File: config.mk
export PLATFORM = sky130hd
export DESIGN_NAME = acc_ctrl
export DESIGN_NICKNAME = d
export VERILOG_FILES = /design/src/rtl/acc_ctrl.v /design/src/rtl/acc_presc.v /design/src/rtl/acc_trig.v
export VERILOG_INCLUDE_DIRS = /design/src /design/src/rtl
export SDC_FILE = /design/constraint.sdc
export NUM_CORES = 1
export LEC_CHECK = 0
export BUFFER_PORTS_ARGS = -buffer_cell sky130_fd_sc_hd__buf_2
export CORE_MARGIN = 5
export CORE_UTILIZATION = 29
export DETAILED_ROUTE_END_ITERATION = 16
export MAX_ROUTING_LAYER = met4
export PLACE_DENSITY = 0.44
export SLEW_MARGIN = 20
export SYNTH_ARGS = -nofsm -noshare
export SYNTH_HDL_FRONTEND = slang
export SYNTH_SLANG_ARGS = --single-unit
export TNS_END_PERCENT = 20
File: constraint.sdc
create_clock -name clock_in -period 4.4 [get_ports clock_in]
set_input_delay 1.1 -clock clock_in [delete_from_list [all_inputs] [get_ports clock_in]]
set_output_delay 1.1 -clock clock_in [all_outputs]
set_load 0.05 [all_outputs]
File: src/rtl/acc_defs.vh
/*
 * constants for the converter control block: register offsets, field
 * positions, reset values and timing counts.
 * assumes inclusion by bare name from the design files.
 */
`ifndef ACC_DEFS_VH
`define ACC_DEFS_VH

// register offsets on the plain register port
`define ACC_OFF_RESULT_LOW     8'h78
`define ACC_OFF_RESULT_HIGH    8'h79
`define ACC_OFF_CTRL_A         8'h7A
`define ACC_OFF_CTRL_B         8'h7B
`define ACC_OFF_MUX_SEL        8'h7C
`define ACC_OFF_POWER          8'h64

// control/status a fields
`define ACC_A_ENABLE           7
`define ACC_A_START            6
`define ACC_A_AUTO_TRIG        5
`define ACC_A_DONE_FLAG        4
`define ACC_A_IRQ_EN           3
`define ACC_A_PRESC_HI         2
`define ACC_A_PRESC_LO         0

// control/status b fields
`define ACC_B_TSEL_HI          2
`define ACC_B_TSEL_LO          0

// multiplexer selection fields
`define ACC_M_REF_HI           7
`define ACC_M_REF_LO           6
`define ACC_M_LEFT_ADJ         5
`define ACC_M_CHAN_HI          4
`define ACC_M_CHAN_LO          0

// power register field
`define ACC_P_CONV_OFF         0

// trigger select code for free running
`define ACC_TSEL_FREE          3'h0

// reset values
`define ACC_RST_CTRL_A         8'h00
`define ACC_RST_CTRL_B         8'h00
`define ACC_RST_MUX_SEL        8'h00
`define ACC_RST_POWER          8'h01
`define ACC_RST_TSEL           3'h0

// conversion latency in prescaled converter clocks
`define ACC_CONV_CYCLES        13

`endif

File: src/rtl/acc_ctrl.v
/*
 * converter conversion control: registers, start logic, auto trigger,
 * result locking and the completion flag toward the interrupt controller.
 * assumes an analog core that presents its code on core_code_in when
 * sampled, and trigger sources synchronous to clock_in.
 */
// Notes on behaviour
// RL1: low read locks result, next result dropped
// RL2: high byte read unlocks result registers
// RL3: completion flag set even when result dropped
// RL4: software clears power bit, writes start
// RL5: start bit held until conversion ends
// RL6: channel latched at start, changes wait
// RL7: auto trigger enable, source from select field
// RL8: trigger rise restarts prescaler and converts
// RL9: trigger still high at end: no restart
// RL10: rise during conversion ignored, not queued
// RL11: flag set regardless of interrupt enables
// RL12: software clears flag for next flag trigger
// RL13: own flag as trigger gives free running
// RL14: free running ignores flag clearing
// RL15: software starts first free running conversion
// RL16: software start works with auto trigger
// RL17: start bit reads one during any conversion
// RL18: result stored on the same edge the flag rises
// RL19: single ended code vin*1024/vref, 10 bits
// RL20: temperature needs sensor channel, 1.1V reference
// RL21: temperature sensor is a mux channel
// RL22: conversion latency is a parameter
`timescale 1ns/1ps
`include "acc_defs.vh"
module acc_ctrl #(
	parameter CONV_CYCLES = `ACC_CONV_CYCLES
) (
	input  wire       clock_in,
	input  wire       rstn_in,
	input  wire [7:0] addr_in,
	input  wire [7:0] wdata_in,
	input  wire       wr_in,
	input  wire       rd_in,
	output reg  [7:0] rdata_out,
	input  wire [7:1] trig_src_in,
	input  wire [9:0] core_code_in,
	output reg  [4:0] core_chan_out,
	output reg  [1:0] core_ref_out,
	output reg        core_sample_out,
	output reg        core_on_out,
	output reg        irq_out
);
	localparam ST_IDLE = 2'b01;
	localparam ST_CONV = 2'b10;
	// last tick index of a conversion, cut to the counter width on purpose
	localparam integer LAST_INT = CONV_CYCLES - 1;
	localparam [5:0]   LAST_CYC = LAST_INT[5:0];

	reg  [1:0] state_ff;
	reg  [1:0] nxt_state;
	reg  [7:0] ctrl_a_ff;
	reg  [2:0] tsel_ff;
	reg  [7:0] mux_ff;
	reg        power_off_ff;
	reg  [9:0] result_ff;
	reg        locked_ff;
	reg  [5:0] cyc_ff;
	reg        done_flag_ff;
	reg        start_req_ff;

	wire       trig_level;
	wire       trig_rise;
	wire       tick;
	wire       enabled;
	wire       wr_a;
	wire       sw_start;
	wire       auto_on;
	wire       free_run;
	wire       go;
	wire       finish;
	wire [7:0] res_lo;
	wire [7:0] res_hi;

	assign enabled  = ctrl_a_ff[`ACC_A_ENABLE] & ~power_off_ff;
	assign wr_a     = wr_in & (addr_in == `ACC_OFF_CTRL_A);
	// enable and start may arrive in one write, so the written enable counts
	assign sw_start = wr_a & wdata_in[`ACC_A_START] & wdata_in[`ACC_A_ENABLE] & ~power_off_ff; // [RL4] [RL15] [RL16]
	assign auto_on  = ctrl_a_ff[`ACC_A_AUTO_TRIG]; // [RL7]
	assign free_run = auto_on & (tsel_ff == `ACC_TSEL_FREE); // [RL13]
	assign finish   = (state_ff == ST_CONV) & tick & (cyc_ff == LAST_CYC); // [RL22]

	// edge start only from idle, rises inside a conversion are dropped
	assign go = (state_ff == ST_IDLE) & enabled &
		(start_req_ff | (auto_on & ~free_run & trig_rise)); // [RL8] [RL9] [RL10] [RL12]

	// source 0 is the own completion flag, others come from outside
	acc_trig u_trig (
		.clock_in  (clock_in),
		.rstn_in   (rstn_in),
		.sources_in({trig_src_in, done_flag_ff}),
		.sel_in    (tsel_ff),
		.level_out (trig_level),
		.rise_out  (trig_rise)
	);

	acc_presc u_presc (
		.clock_in  (clock_in),
		.rstn_in   (rstn_in),
		.restart_in(go), // [RL8]
		.sel_in    (ctrl_a_ff[`ACC_A_PRESC_HI:`ACC_A_PRESC_LO]),
		.tick_out  (tick)
	);

	// next state
	always @* begin
		nxt_state = state_ff;
		case (state_ff)
			ST_IDLE: if (go) nxt_state = ST_CONV;
			ST_CONV: begin
				if (!enabled)
					nxt_state = ST_IDLE;
				else if (finish && !free_run)
					nxt_state = ST_IDLE;
			end
			default: nxt_state = ST_IDLE;
		endcase
	end

	// state, cycle count and latched channel
	always @(posedge clock_in or negedge rstn_in) begin
		if (!rstn_in) begin
			state_ff      <= ST_IDLE;
			cyc_ff        <= 6'h00;
			core_chan_out <= 5'h00;
			core_ref_out  <= 2'h0;
		end else begin
			state_ff <= nxt_state;
			if (go || (finish && free_run)) begin
				cyc_ff        <= 6'h00;
				core_chan_out <= mux_ff[`ACC_M_CHAN_HI:`ACC_M_CHAN_LO]; // [RL6] [RL21]
				core_ref_out  <= mux_ff[`ACC_M_REF_HI:`ACC_M_REF_LO]; // [RL20]
			end else if (state_ff == ST_CONV && tick) begin
				cyc_ff <= cyc_ff + 6'h01;
			end
		end
	end

	// pending software start, kept until idle takes it or the converter is disabled
	always @(posedge clock_in or negedge rstn_in) begin
		if (!rstn_in)
			start_req_ff <= 1'b0;
		else if (sw_start && !go)
			start_req_ff <= 1'b1;
		else if (!enabled || go)
			start_req_ff <= 1'b0;
	end

	// software registers
	always @(posedge clock_in or negedge rstn_in) begin
		if (!rstn_in) begin
			ctrl_a_ff    <= `ACC_RST_CTRL_A;
			tsel_ff      <= `ACC_RST_TSEL;
			mux_ff       <= `ACC_RST_MUX_SEL;
			power_off_ff <= 1'b1;
		end else if (wr_in) begin
			case (addr_in)
				`ACC_OFF_CTRL_A: begin
					ctrl_a_ff[`ACC_A_ENABLE]    <= wdata_in[`ACC_A_ENABLE];
					ctrl_a_ff[`ACC_A_AUTO_TRIG] <= wdata_in[`ACC_A_AUTO_TRIG];
					ctrl_a_ff[`ACC_A_IRQ_EN]    <= wdata_in[`ACC_A_IRQ_EN];
					ctrl_a_ff[2:0]              <= wdata_in[2:0];
				end
				`ACC_OFF_CTRL_B:  tsel_ff      <= wdata_in[`ACC_B_TSEL_HI:`ACC_B_TSEL_LO];
				`ACC_OFF_MUX_SEL: mux_ff       <= wdata_in;
				`ACC_OFF_POWER:   power_off_ff <= wdata_in[`ACC_P_CONV_OFF];
				default: ;
			endcase
		end
	end

	// completion flag: set wins over write-one clear
	always @(posedge clock_in or negedge rstn_in) begin
		if (!rstn_in)
			done_flag_ff <= 1'b0;
		else if (finish)
			done_flag_ff <= 1'b1; // [RL3] [RL11] [RL14]
		else if (wr_a && wdata_in[`ACC_A_DONE_FLAG])
			done_flag_ff <= 1'b0;
	end

	// result capture and read lock
	always @(posedge clock_in or negedge rstn_in) begin
		if (!rstn_in) begin
			result_ff <= 10'h000;
			locked_ff <= 1'b0;
		end else begin
			if (finish && !locked_ff)
				result_ff <= core_code_in; // [RL1] [RL13] [RL18] [RL19]
			if (rd_in && addr_in == `ACC_OFF_RESULT_HIGH)
				locked_ff <= 1'b0; // [RL2]
			else if (rd_in && addr_in == `ACC_OFF_RESULT_LOW)
				locked_ff <= 1'b1; // [RL1]
		end
	end

	// left adjust option for the two result bytes
	assign res_lo = mux_ff[`ACC_M_LEFT_ADJ] ? {result_ff[1:0], 6'h00} : result_ff[7:0];
	assign res_hi = mux_ff[`ACC_M_LEFT_ADJ] ? result_ff[9:2] : {6'h00, result_ff[9:8]};

	// read data one cycle after the strobe
	always @(posedge clock_in or negedge rstn_in) begin
		if (!rstn_in) begin
			rdata_out <= 8'h00;
		end else if (rd_in) begin
			case (addr_in)
				`ACC_OFF_RESULT_LOW:  rdata_out <= res_lo;
				`ACC_OFF_RESULT_HIGH: rdata_out <= res_hi;
				`ACC_OFF_CTRL_A: rdata_out <= {ctrl_a_ff[7], (state_ff == ST_CONV) | start_req_ff,
					ctrl_a_ff[5], done_flag_ff, ctrl_a_ff[3:0]}; // [RL5] [RL17]
				`ACC_OFF_CTRL_B:  rdata_out <= {5'h00, tsel_ff};
				`ACC_OFF_MUX_SEL: rdata_out <= mux_ff;
				`ACC_OFF_POWER:   rdata_out <= {7'h00, power_off_ff};
				default:          rdata_out <= 8'h00;
			endcase
		end else begin
			rdata_out <= 8'h00;
		end
	end

	// core strobes and interrupt request level
	always @(posedge clock_in or negedge rstn_in) begin
		if (!rstn_in) begin
			core_sample_out <= 1'b0;
			core_on_out     <= 1'b0;
			irq_out         <= 1'b0;
		end else begin
			core_sample_out <= go | (finish & free_run);
			core_on_out     <= enabled;
			irq_out         <= (done_flag_ff | finish) & ctrl_a_ff[`ACC_A_IRQ_EN];
		end
	end
endmodule // acc_ctrl

File: src/rtl/acc_presc.v
/*
 * conversion clock prescaler: emits a one-cycle tick every 2^n system clocks, n the selector and 0 taken as 1,
 * with a synchronous restart.
 * assumes a single clock and the selector held stable by software.
 */
`timescale 1ns/1ps
module acc_presc (
	input  wire       clock_in,
	input  wire       rstn_in,
	input  wire       restart_in,
	input  wire [2:0] sel_in,
	output reg        tick_out
);
	reg  [6:0] cnt_ff;
	reg  [6:0] lim;

	// divide ratio, selector 0 and 1 both divide by two
	always @* begin
		case (sel_in)
			3'h0, 3'h1: lim = 7'h01;
			3'h2: lim = 7'h03;
			3'h3: lim = 7'h07;
			3'h4: lim = 7'h0F;
			3'h5: lim = 7'h1F;
			3'h6: lim = 7'h3F;
			default: lim = 7'h7F;
		endcase
	end

	// counter with restart
	always @(posedge clock_in or negedge rstn_in) begin
		if (!rstn_in) begin
			cnt_ff   <= 7'h00;
			tick_out <= 1'b0;
		end else if (restart_in) begin
			cnt_ff   <= 7'h00;
			tick_out <= 1'b0;
		end else if (cnt_ff >= lim) begin
			cnt_ff   <= 7'h00;
			tick_out <= 1'b1;
		end else begin
			cnt_ff   <= cnt_ff + 7'h01;
			tick_out <= 1'b0;
		end
	end
endmodule // acc_presc

File: src/rtl/acc_trig.v
/*
 * trigger selector and rising edge detector for auto triggering.
 * assumes trigger sources synchronous to the clock.
 */
`timescale 1ns/1ps
module acc_trig (
	input  wire       clock_in,
	input  wire       rstn_in,
	input  wire [7:0] sources_in,
	input  wire [2:0] sel_in,
	output wire       level_out,
	output wire       rise_out
);
	reg  prev_ff;

	assign level_out = sources_in[sel_in];
	assign rise_out  = level_out & ~prev_ff;

	// previous level of the chosen source
	always @(posedge clock_in or negedge rstn_in) begin
		if (!rstn_in)
			prev_ff <= 1'b0;
		else
			prev_ff <= level_out;
	end
endmodule // acc_trig

==> flow_summary.toml, run 1 <==
[drt]
routed_wirelength_um = 9566
first_pass_iters = 5
avgRoutedWirePerCell_um = 18.19
routed_via_density = 5.278
vias = 2776
drc = 0
drtAntennaViolNets = 0
drt_iter0_markers = 162

[logic_synthesis]
netlist_area_mm2 = 0.003400
syn_inst = 320
ys_seq_area_frac = 0.4866
synth_edf_count = 0
synth-seq-cells = 66
synth_top_flop_cell = "dfrtp_1"
async_flop_share = 1.000
synthesis.nets = 366
yosysUniqueCellTypes = 50
syn_area_per_cell_um2 = 10.62
yosysWarnings = 0

[clocking]
cts_buffers = 9
post-cts-setup-buffers = 0
cts_resized = 0
clock_sinks = 66
clk_latency_ns = 0.33
max-clock-path-buffers = 2
cts_tree = "done"
clk_pin_slew_ns = 0.06
htreeDepth = 3
holdBufCountCts = 0
clockRootBuffer = "clkbuf_16"

[timing]
layout_worst_path_cycle_share = 0.6083
setup-tns-final_ns = 0
whs_ns = 0.4961
period_minus_slack_ns = 2.677
fmax_mhz = 373.6
fin_skew_ns = 0.008638
hold_violations = 0
max_slew.worst_pin.slew_ns = 1.044
rsz0062_at_grt = "no"
setup_viol = 0
timing.slew.headroom = 0.2981
slew_viol_final = 0

[global_routing]
antenna_found_initial = 1
grt_pass1_vias = 2888
grt_pass1_wl_um = 15770
grt-ovfl-total = 0
track_usage = 0.1467
grt_max_degree = 47

[cells_and_area]
fin_nets = 423
drive_gt1_frac = 0.2880
layoutNonFillerInstCount = 526
multi_input_area_mm2 = 0.001655
nFillCells = 1181
seq_area_mm2 = 0.001654
areaGrowthSynthToFinish_pct = 21.24
fin_util = 0.3594

[setup_path]
critical_path_class = "primary input to flop"
path_max_fanout = 9
critPathRequiredTime_ns = 4.61
worstPathArrival_ns = 2.89
cp-end-kind = "flop"
startpoint_type = "primary input"

[power]
ir_worst_vdd_v = 0.0002166
powerDensity_mw_per_mm2 = 380.6
power_uw = 1569
p_leak_uw = 0.001888

[placed_design]
placed_cells_incl_taps = 509
gp_congestion = 0.7894
dp_hpwl_um = 7233
portBuffers = 54

[outcome]
status = "complete, no violations"

[floorplanning]
die_w_um = 118.3
dieArea_mm2 = 0.01399
start_util = 0.2965
row_count = 39
fp.coreArea_mm2 = 0.01147
die_height_um = 118.3
ioPinCount = 55

[flow_run]
maxCapViolCount = 0

[min_path]
hp-class = "flop to flop"
-- cell type report --
class / instances / share of cell area
multi-input cells: 229 / 0.4016
flip-flops and latches: 66 / 0.4013
repair buffers: 56 / 0.06982
clock buffers: 14 / 0.06648
well taps: 143 / 0.04341
inverters: 15 / 0.01427
clock inverters: 2 / 0.002429
diodes: 1 / 0.0006072
-- metrics by stage --
stage / setup slack [ns] / instance area [um^2]
4_1_cts: 1.754 / 4119
3_5_place_dp: 1.408 / 3835
3_3_place_gp: 1.427 / 3832
5_1_grt: 1.631 / 4121
6_report: 1.723 / 4121
2_1_floorplan: 1.829 / 3400
-- cell families after synthesis --
logic type / after synthesis / synth area share
AO/OA/AOI/OAI: 75 / 0.1561
XOR/XNOR: 9 / 0.02319
adder cells (fa/ha/maj): 9 / 0.03313
buffers and inverters: 25 / 0.02834
flip-flops: 66 / 0.4866
multiplexers: 28 / 0.1042
AND/OR/NAND/NOR: 108 / 0.1686
-- synthesized netlist by cell type (all sizes together) (4+ instances only) --
cell type / instances / share of area
nand3b: 5 / 0.011
dfrtp: 64 / 0.47
xor2: 4 / 0.010
xnor2: 5 / 0.013
nand2: 29 / 0.032
inv: 15 / 0.017
clkbuf: 9 / 0.0099
nor4: 5 / 0.011
nor2: 18 / 0.024
a22o: 7 / 0.018
ha: 9 / 0.033
nand3: 17 / 0.025
o21ai: 24 / 0.035
nor3: 12 / 0.018
mux2: 23 / 0.076
a21oi: 8 / 0.013
o211ai: 8 / 0.018
o2111ai: 7 / 0.018
-- critical path: stages --
cell and delay, ns:
buf_2 0.10, nand3b_1 0.33, nor4_2 0.94, mux2_2 0.42
-- report_power, final --
group | switching (uW) | internal [uW]
registers | 42.6 | 648
clock network | 259 | 426
logic | 107 | 86.6
-- per-layer routing --
layer / routed length (um) / vias to the layer above / GRT usage
met5: 0 / - / -
met4: 219 / 0 / 0.05376
met3: 492 / 19 / 0.03343
met2: 4180 / 84 / 0.2071
met1: 4674 / 1363 / 0.2052
li1: - / 1310 / -
-- worst paths after layout --
check,slack [ns],depth (start not counted),from,end
setup / recovery,1.72,4,addr_in[7],ctrl_a_ff[7]$_DFFE_PN0P_
hold / removal,0.50,1,u_presc.cnt_ff[0]$_DFF_PN0_,u_presc.cnt_ff[0]$_DFF_PN0_
setup reg to reg,2.04,6,cyc_ff[0]$_DFFE_PN0P_,result_ff[5]$_DFFE_PN0P_
hold reg to reg,0.50,1,u_presc.cnt_ff[0]$_DFF_PN0_,u_presc.cnt_ff[0]$_DFF_PN0_
max in group asynchronous,2.82,2,rstn_in,power_off_ff$_DFFE_PN1P_
min in group asynchronous,0.80,1,rstn_in,core_chan_out[2]$_DFFE_PN0N_
-- cell usage in the layout, fill, tap and decap left out, types with 9 or more instances in the layout --
cell and count:
buf_2 53, clkbuf_16 9, dfrtp_1 64, ha_1 9
inv_1 14, mux2_2 23, nand2_1 29, nand3_1 17
nor2_1 12, nor3_1 12, o21ai_0 24
-- registers in the layout (all words and copies together), names as in the netlist, 2 cells and up --
register	cells
result_ff	10
state_ff	2
ctrl_a_ff	5
core_ref_out	2
tsel_ff	3
cyc_ff	6
core_chan_out	5
rdata_out	8
mux_ff	8
u_presc.cnt_ff	7
Power figures use the tool's default switching activity.
==> inputs of run 2 (changes only) <==
Clock period 4.4 ns to 2.7 ns, I/O delays scaled along.
==> flow_summary.toml, run 2 (same netlist as run 1, synthesis figures left out) <==
[global_routing]
grt_util_met1 = 0.2073
grt.met2_usage = 0.2085
track_usage = 0.1475
grt.busiest_layer = "met2"
grt_pass1_vias = 2903
grt-ovfl-total = 0
grt_util_met3 = 0.02961
antenna_found_initial = 0
grt_max_degree = 67
grt_pass1_wl_um = 15720

[timing]
layout_worst_path_cycle_share = 0.8163
period_minus_slack_ns = 2.204
setup-tns-final_ns = 0
fmax_mhz = 453.7
hold_violations = 0
timing.slew.headroom = 0.5259
setup_viol = 0
fin_skew_ns = 0.006913
rsz0062_at_grt = "no"
slew_viol_final = 0
max_slew.worst_pin.slew_ns = 0.7012

[drt]
drc = 0
first_pass_iters = 4
vias = 2796
routed_wirelength_um = 9534
drtAntennaViolNets = 0
avgRoutedWirePerCell_um = 17.79
drt_iter0_markers = 167
routed_via_density = 5.216

[cells_and_area]
fin_area_mm2 = 0.004218
fin_util = 0.3678
largest_reg_flops = 10
fin_nets = 434
drive_gt1_frac = 0.3053
multi_input_area_mm2 = 0.001655
mostFrequentLayoutCells = "64 x dfrtp_1, 54 x buf_2, 29 x nand2_1"
seq_area_mm2 = 0.001654
areaGrowthSynthToFinish_pct = 24.07
nFillCells = 1162
reg_top3 = "result_ff x10, mux_ff x8, rdata_out x8"
final_common_cell = "dfrtp_1"
layoutNonFillerInstCount = 536
regMostFlops = "result_ff"
antennaDiodeCount = 0

[setup_path]
crit_slowest_cell = "or4_1"
cp-end-kind = "flop"
crit_chain = "a21oi_1 -> ha_1 -> a211oi_1 -> a211oi_1 -> or4_1 -> nor3_1"
slowest_delay_ns = 0.66
critPathRequiredTime_ns = 2.95
critical_path_class = "flop to flop"
crit_buf_inv = 0
startpoint = "ctrl_a_ff[1]$_DFFE_PN0P_"
startpoint_type = "flop"
crit_top_cell = "a211oi_1"
path_max_fanout = 7
worstPathArrival_ns = 2.45
cp_top_family = "simple AND/OR/NAND/NOR gates"
r2r-start = "ctrl_a_ff[1]$_DFFE_PN0P_"

[flow_run]
maxCapViolCount = 0

[clocking]
clockRootBuffer = "clkbuf_16"
clock_sinks = 66
cts_buffers = 9
holdBufCountCts = 0
cts_resized = 0
post-cts-setup-buffers = 0
cts_tree = "done"
max-clock-path-buffers = 2
htreeDepth = 3
clk_latency_ns = 0.34
clk_pin_slew_ns = 0.06

[power]
ir_worst_vdd_v = 0.0002829
powerDensity_mw_per_mm2 = 616.6
p_leak_uw = 0.001949

[min_path]
hp-class = "primary input to asynchronous set/reset pin"

[floorplanning]
fp.coreArea_mm2 = 0.01147
die_w_um = 118.3
dieArea_mm2 = 0.01399
start_util = 0.2965
row_count = 39
ioPinCount = 55
die_height_um = 118.3

[placed_design]
gp_congestion = 0.8105
placed_area_mm2 = 0.003928
portBuffers = 54
dp_hpwl_um = 7148
placed_cells_incl_taps = 520

[outcome]
status = "complete, no violations"
[run 2: cell count changes in the layout (fill, tap and decap cells not counted), sizes merged]
| cell | previous run | this run |
|---|---|---|
| diode | 1 | 0 |
| clkbuf | 14 | 13 |
| bufinv | 0 | 1 |
| buf | 56 | 67 |
[run 2: metal layers]
layer / vias to the layer above / wire, um
li1: 1329 / -
met1: 1400 / 4754
met2: 60 / 4343
met3: 7 / 336
met4: 0 / 99
met5: - / 0
[run 2: stage by stage]
stage               power [uW]  hold slack, ns  setup WS, ns
finish                    2601          0.3592        0.4961
global route              2748          0.3871        0.2592
CTS                       2648          0.3685        0.4601
detailed placement        1469          0.4979        0.2964
global placement          1465          0.4968        0.2564
floorplan                 1337          0.3794        0.5539
[run 2: final timing paths]
kind / end / slack (ns) / depth (start not counted)
worst max register to register: u_presc.cnt_ff[2]$_DFF_PN0_ / 0.50 / 6
worst min-delay path: core_chan_out[0]$_DFFE_PN0N_ / 0.36 / 2
max in group asynchronous: power_off_ff$_DFFE_PN1P_ / 2.03 / 2
worst max-delay path: u_presc.cnt_ff[2]$_DFF_PN0_ / 0.50 / 6
min in group clock_in: u_presc.cnt_ff[0]$_DFF_PN0_ / 0.50 / 1
worst min register to register: u_presc.cnt_ff[0]$_DFF_PN0_ / 0.50 / 1
[run 2: layout make-up]
type | count | area share
clock inverter | 3 | 0.009493
sequential | 66 | 0.3922
timing repair buffer | 67 | 0.09018
inverter | 15 | 0.01394
multi-input combinational | 229 | 0.3925
tap | 143 | 0.04242
clock buffer | 13 | 0.05933
[run 2: power breakdown]
part / internal (uW) / leakage, uW / total [uW] / switching [uW]
Clock: 737 / 0.000144 / 1150 / 415
Sequential: 1060 / 0.000800 / 1130 / 72.0
Combinational: 147 / 0.00101 / 321 / 173
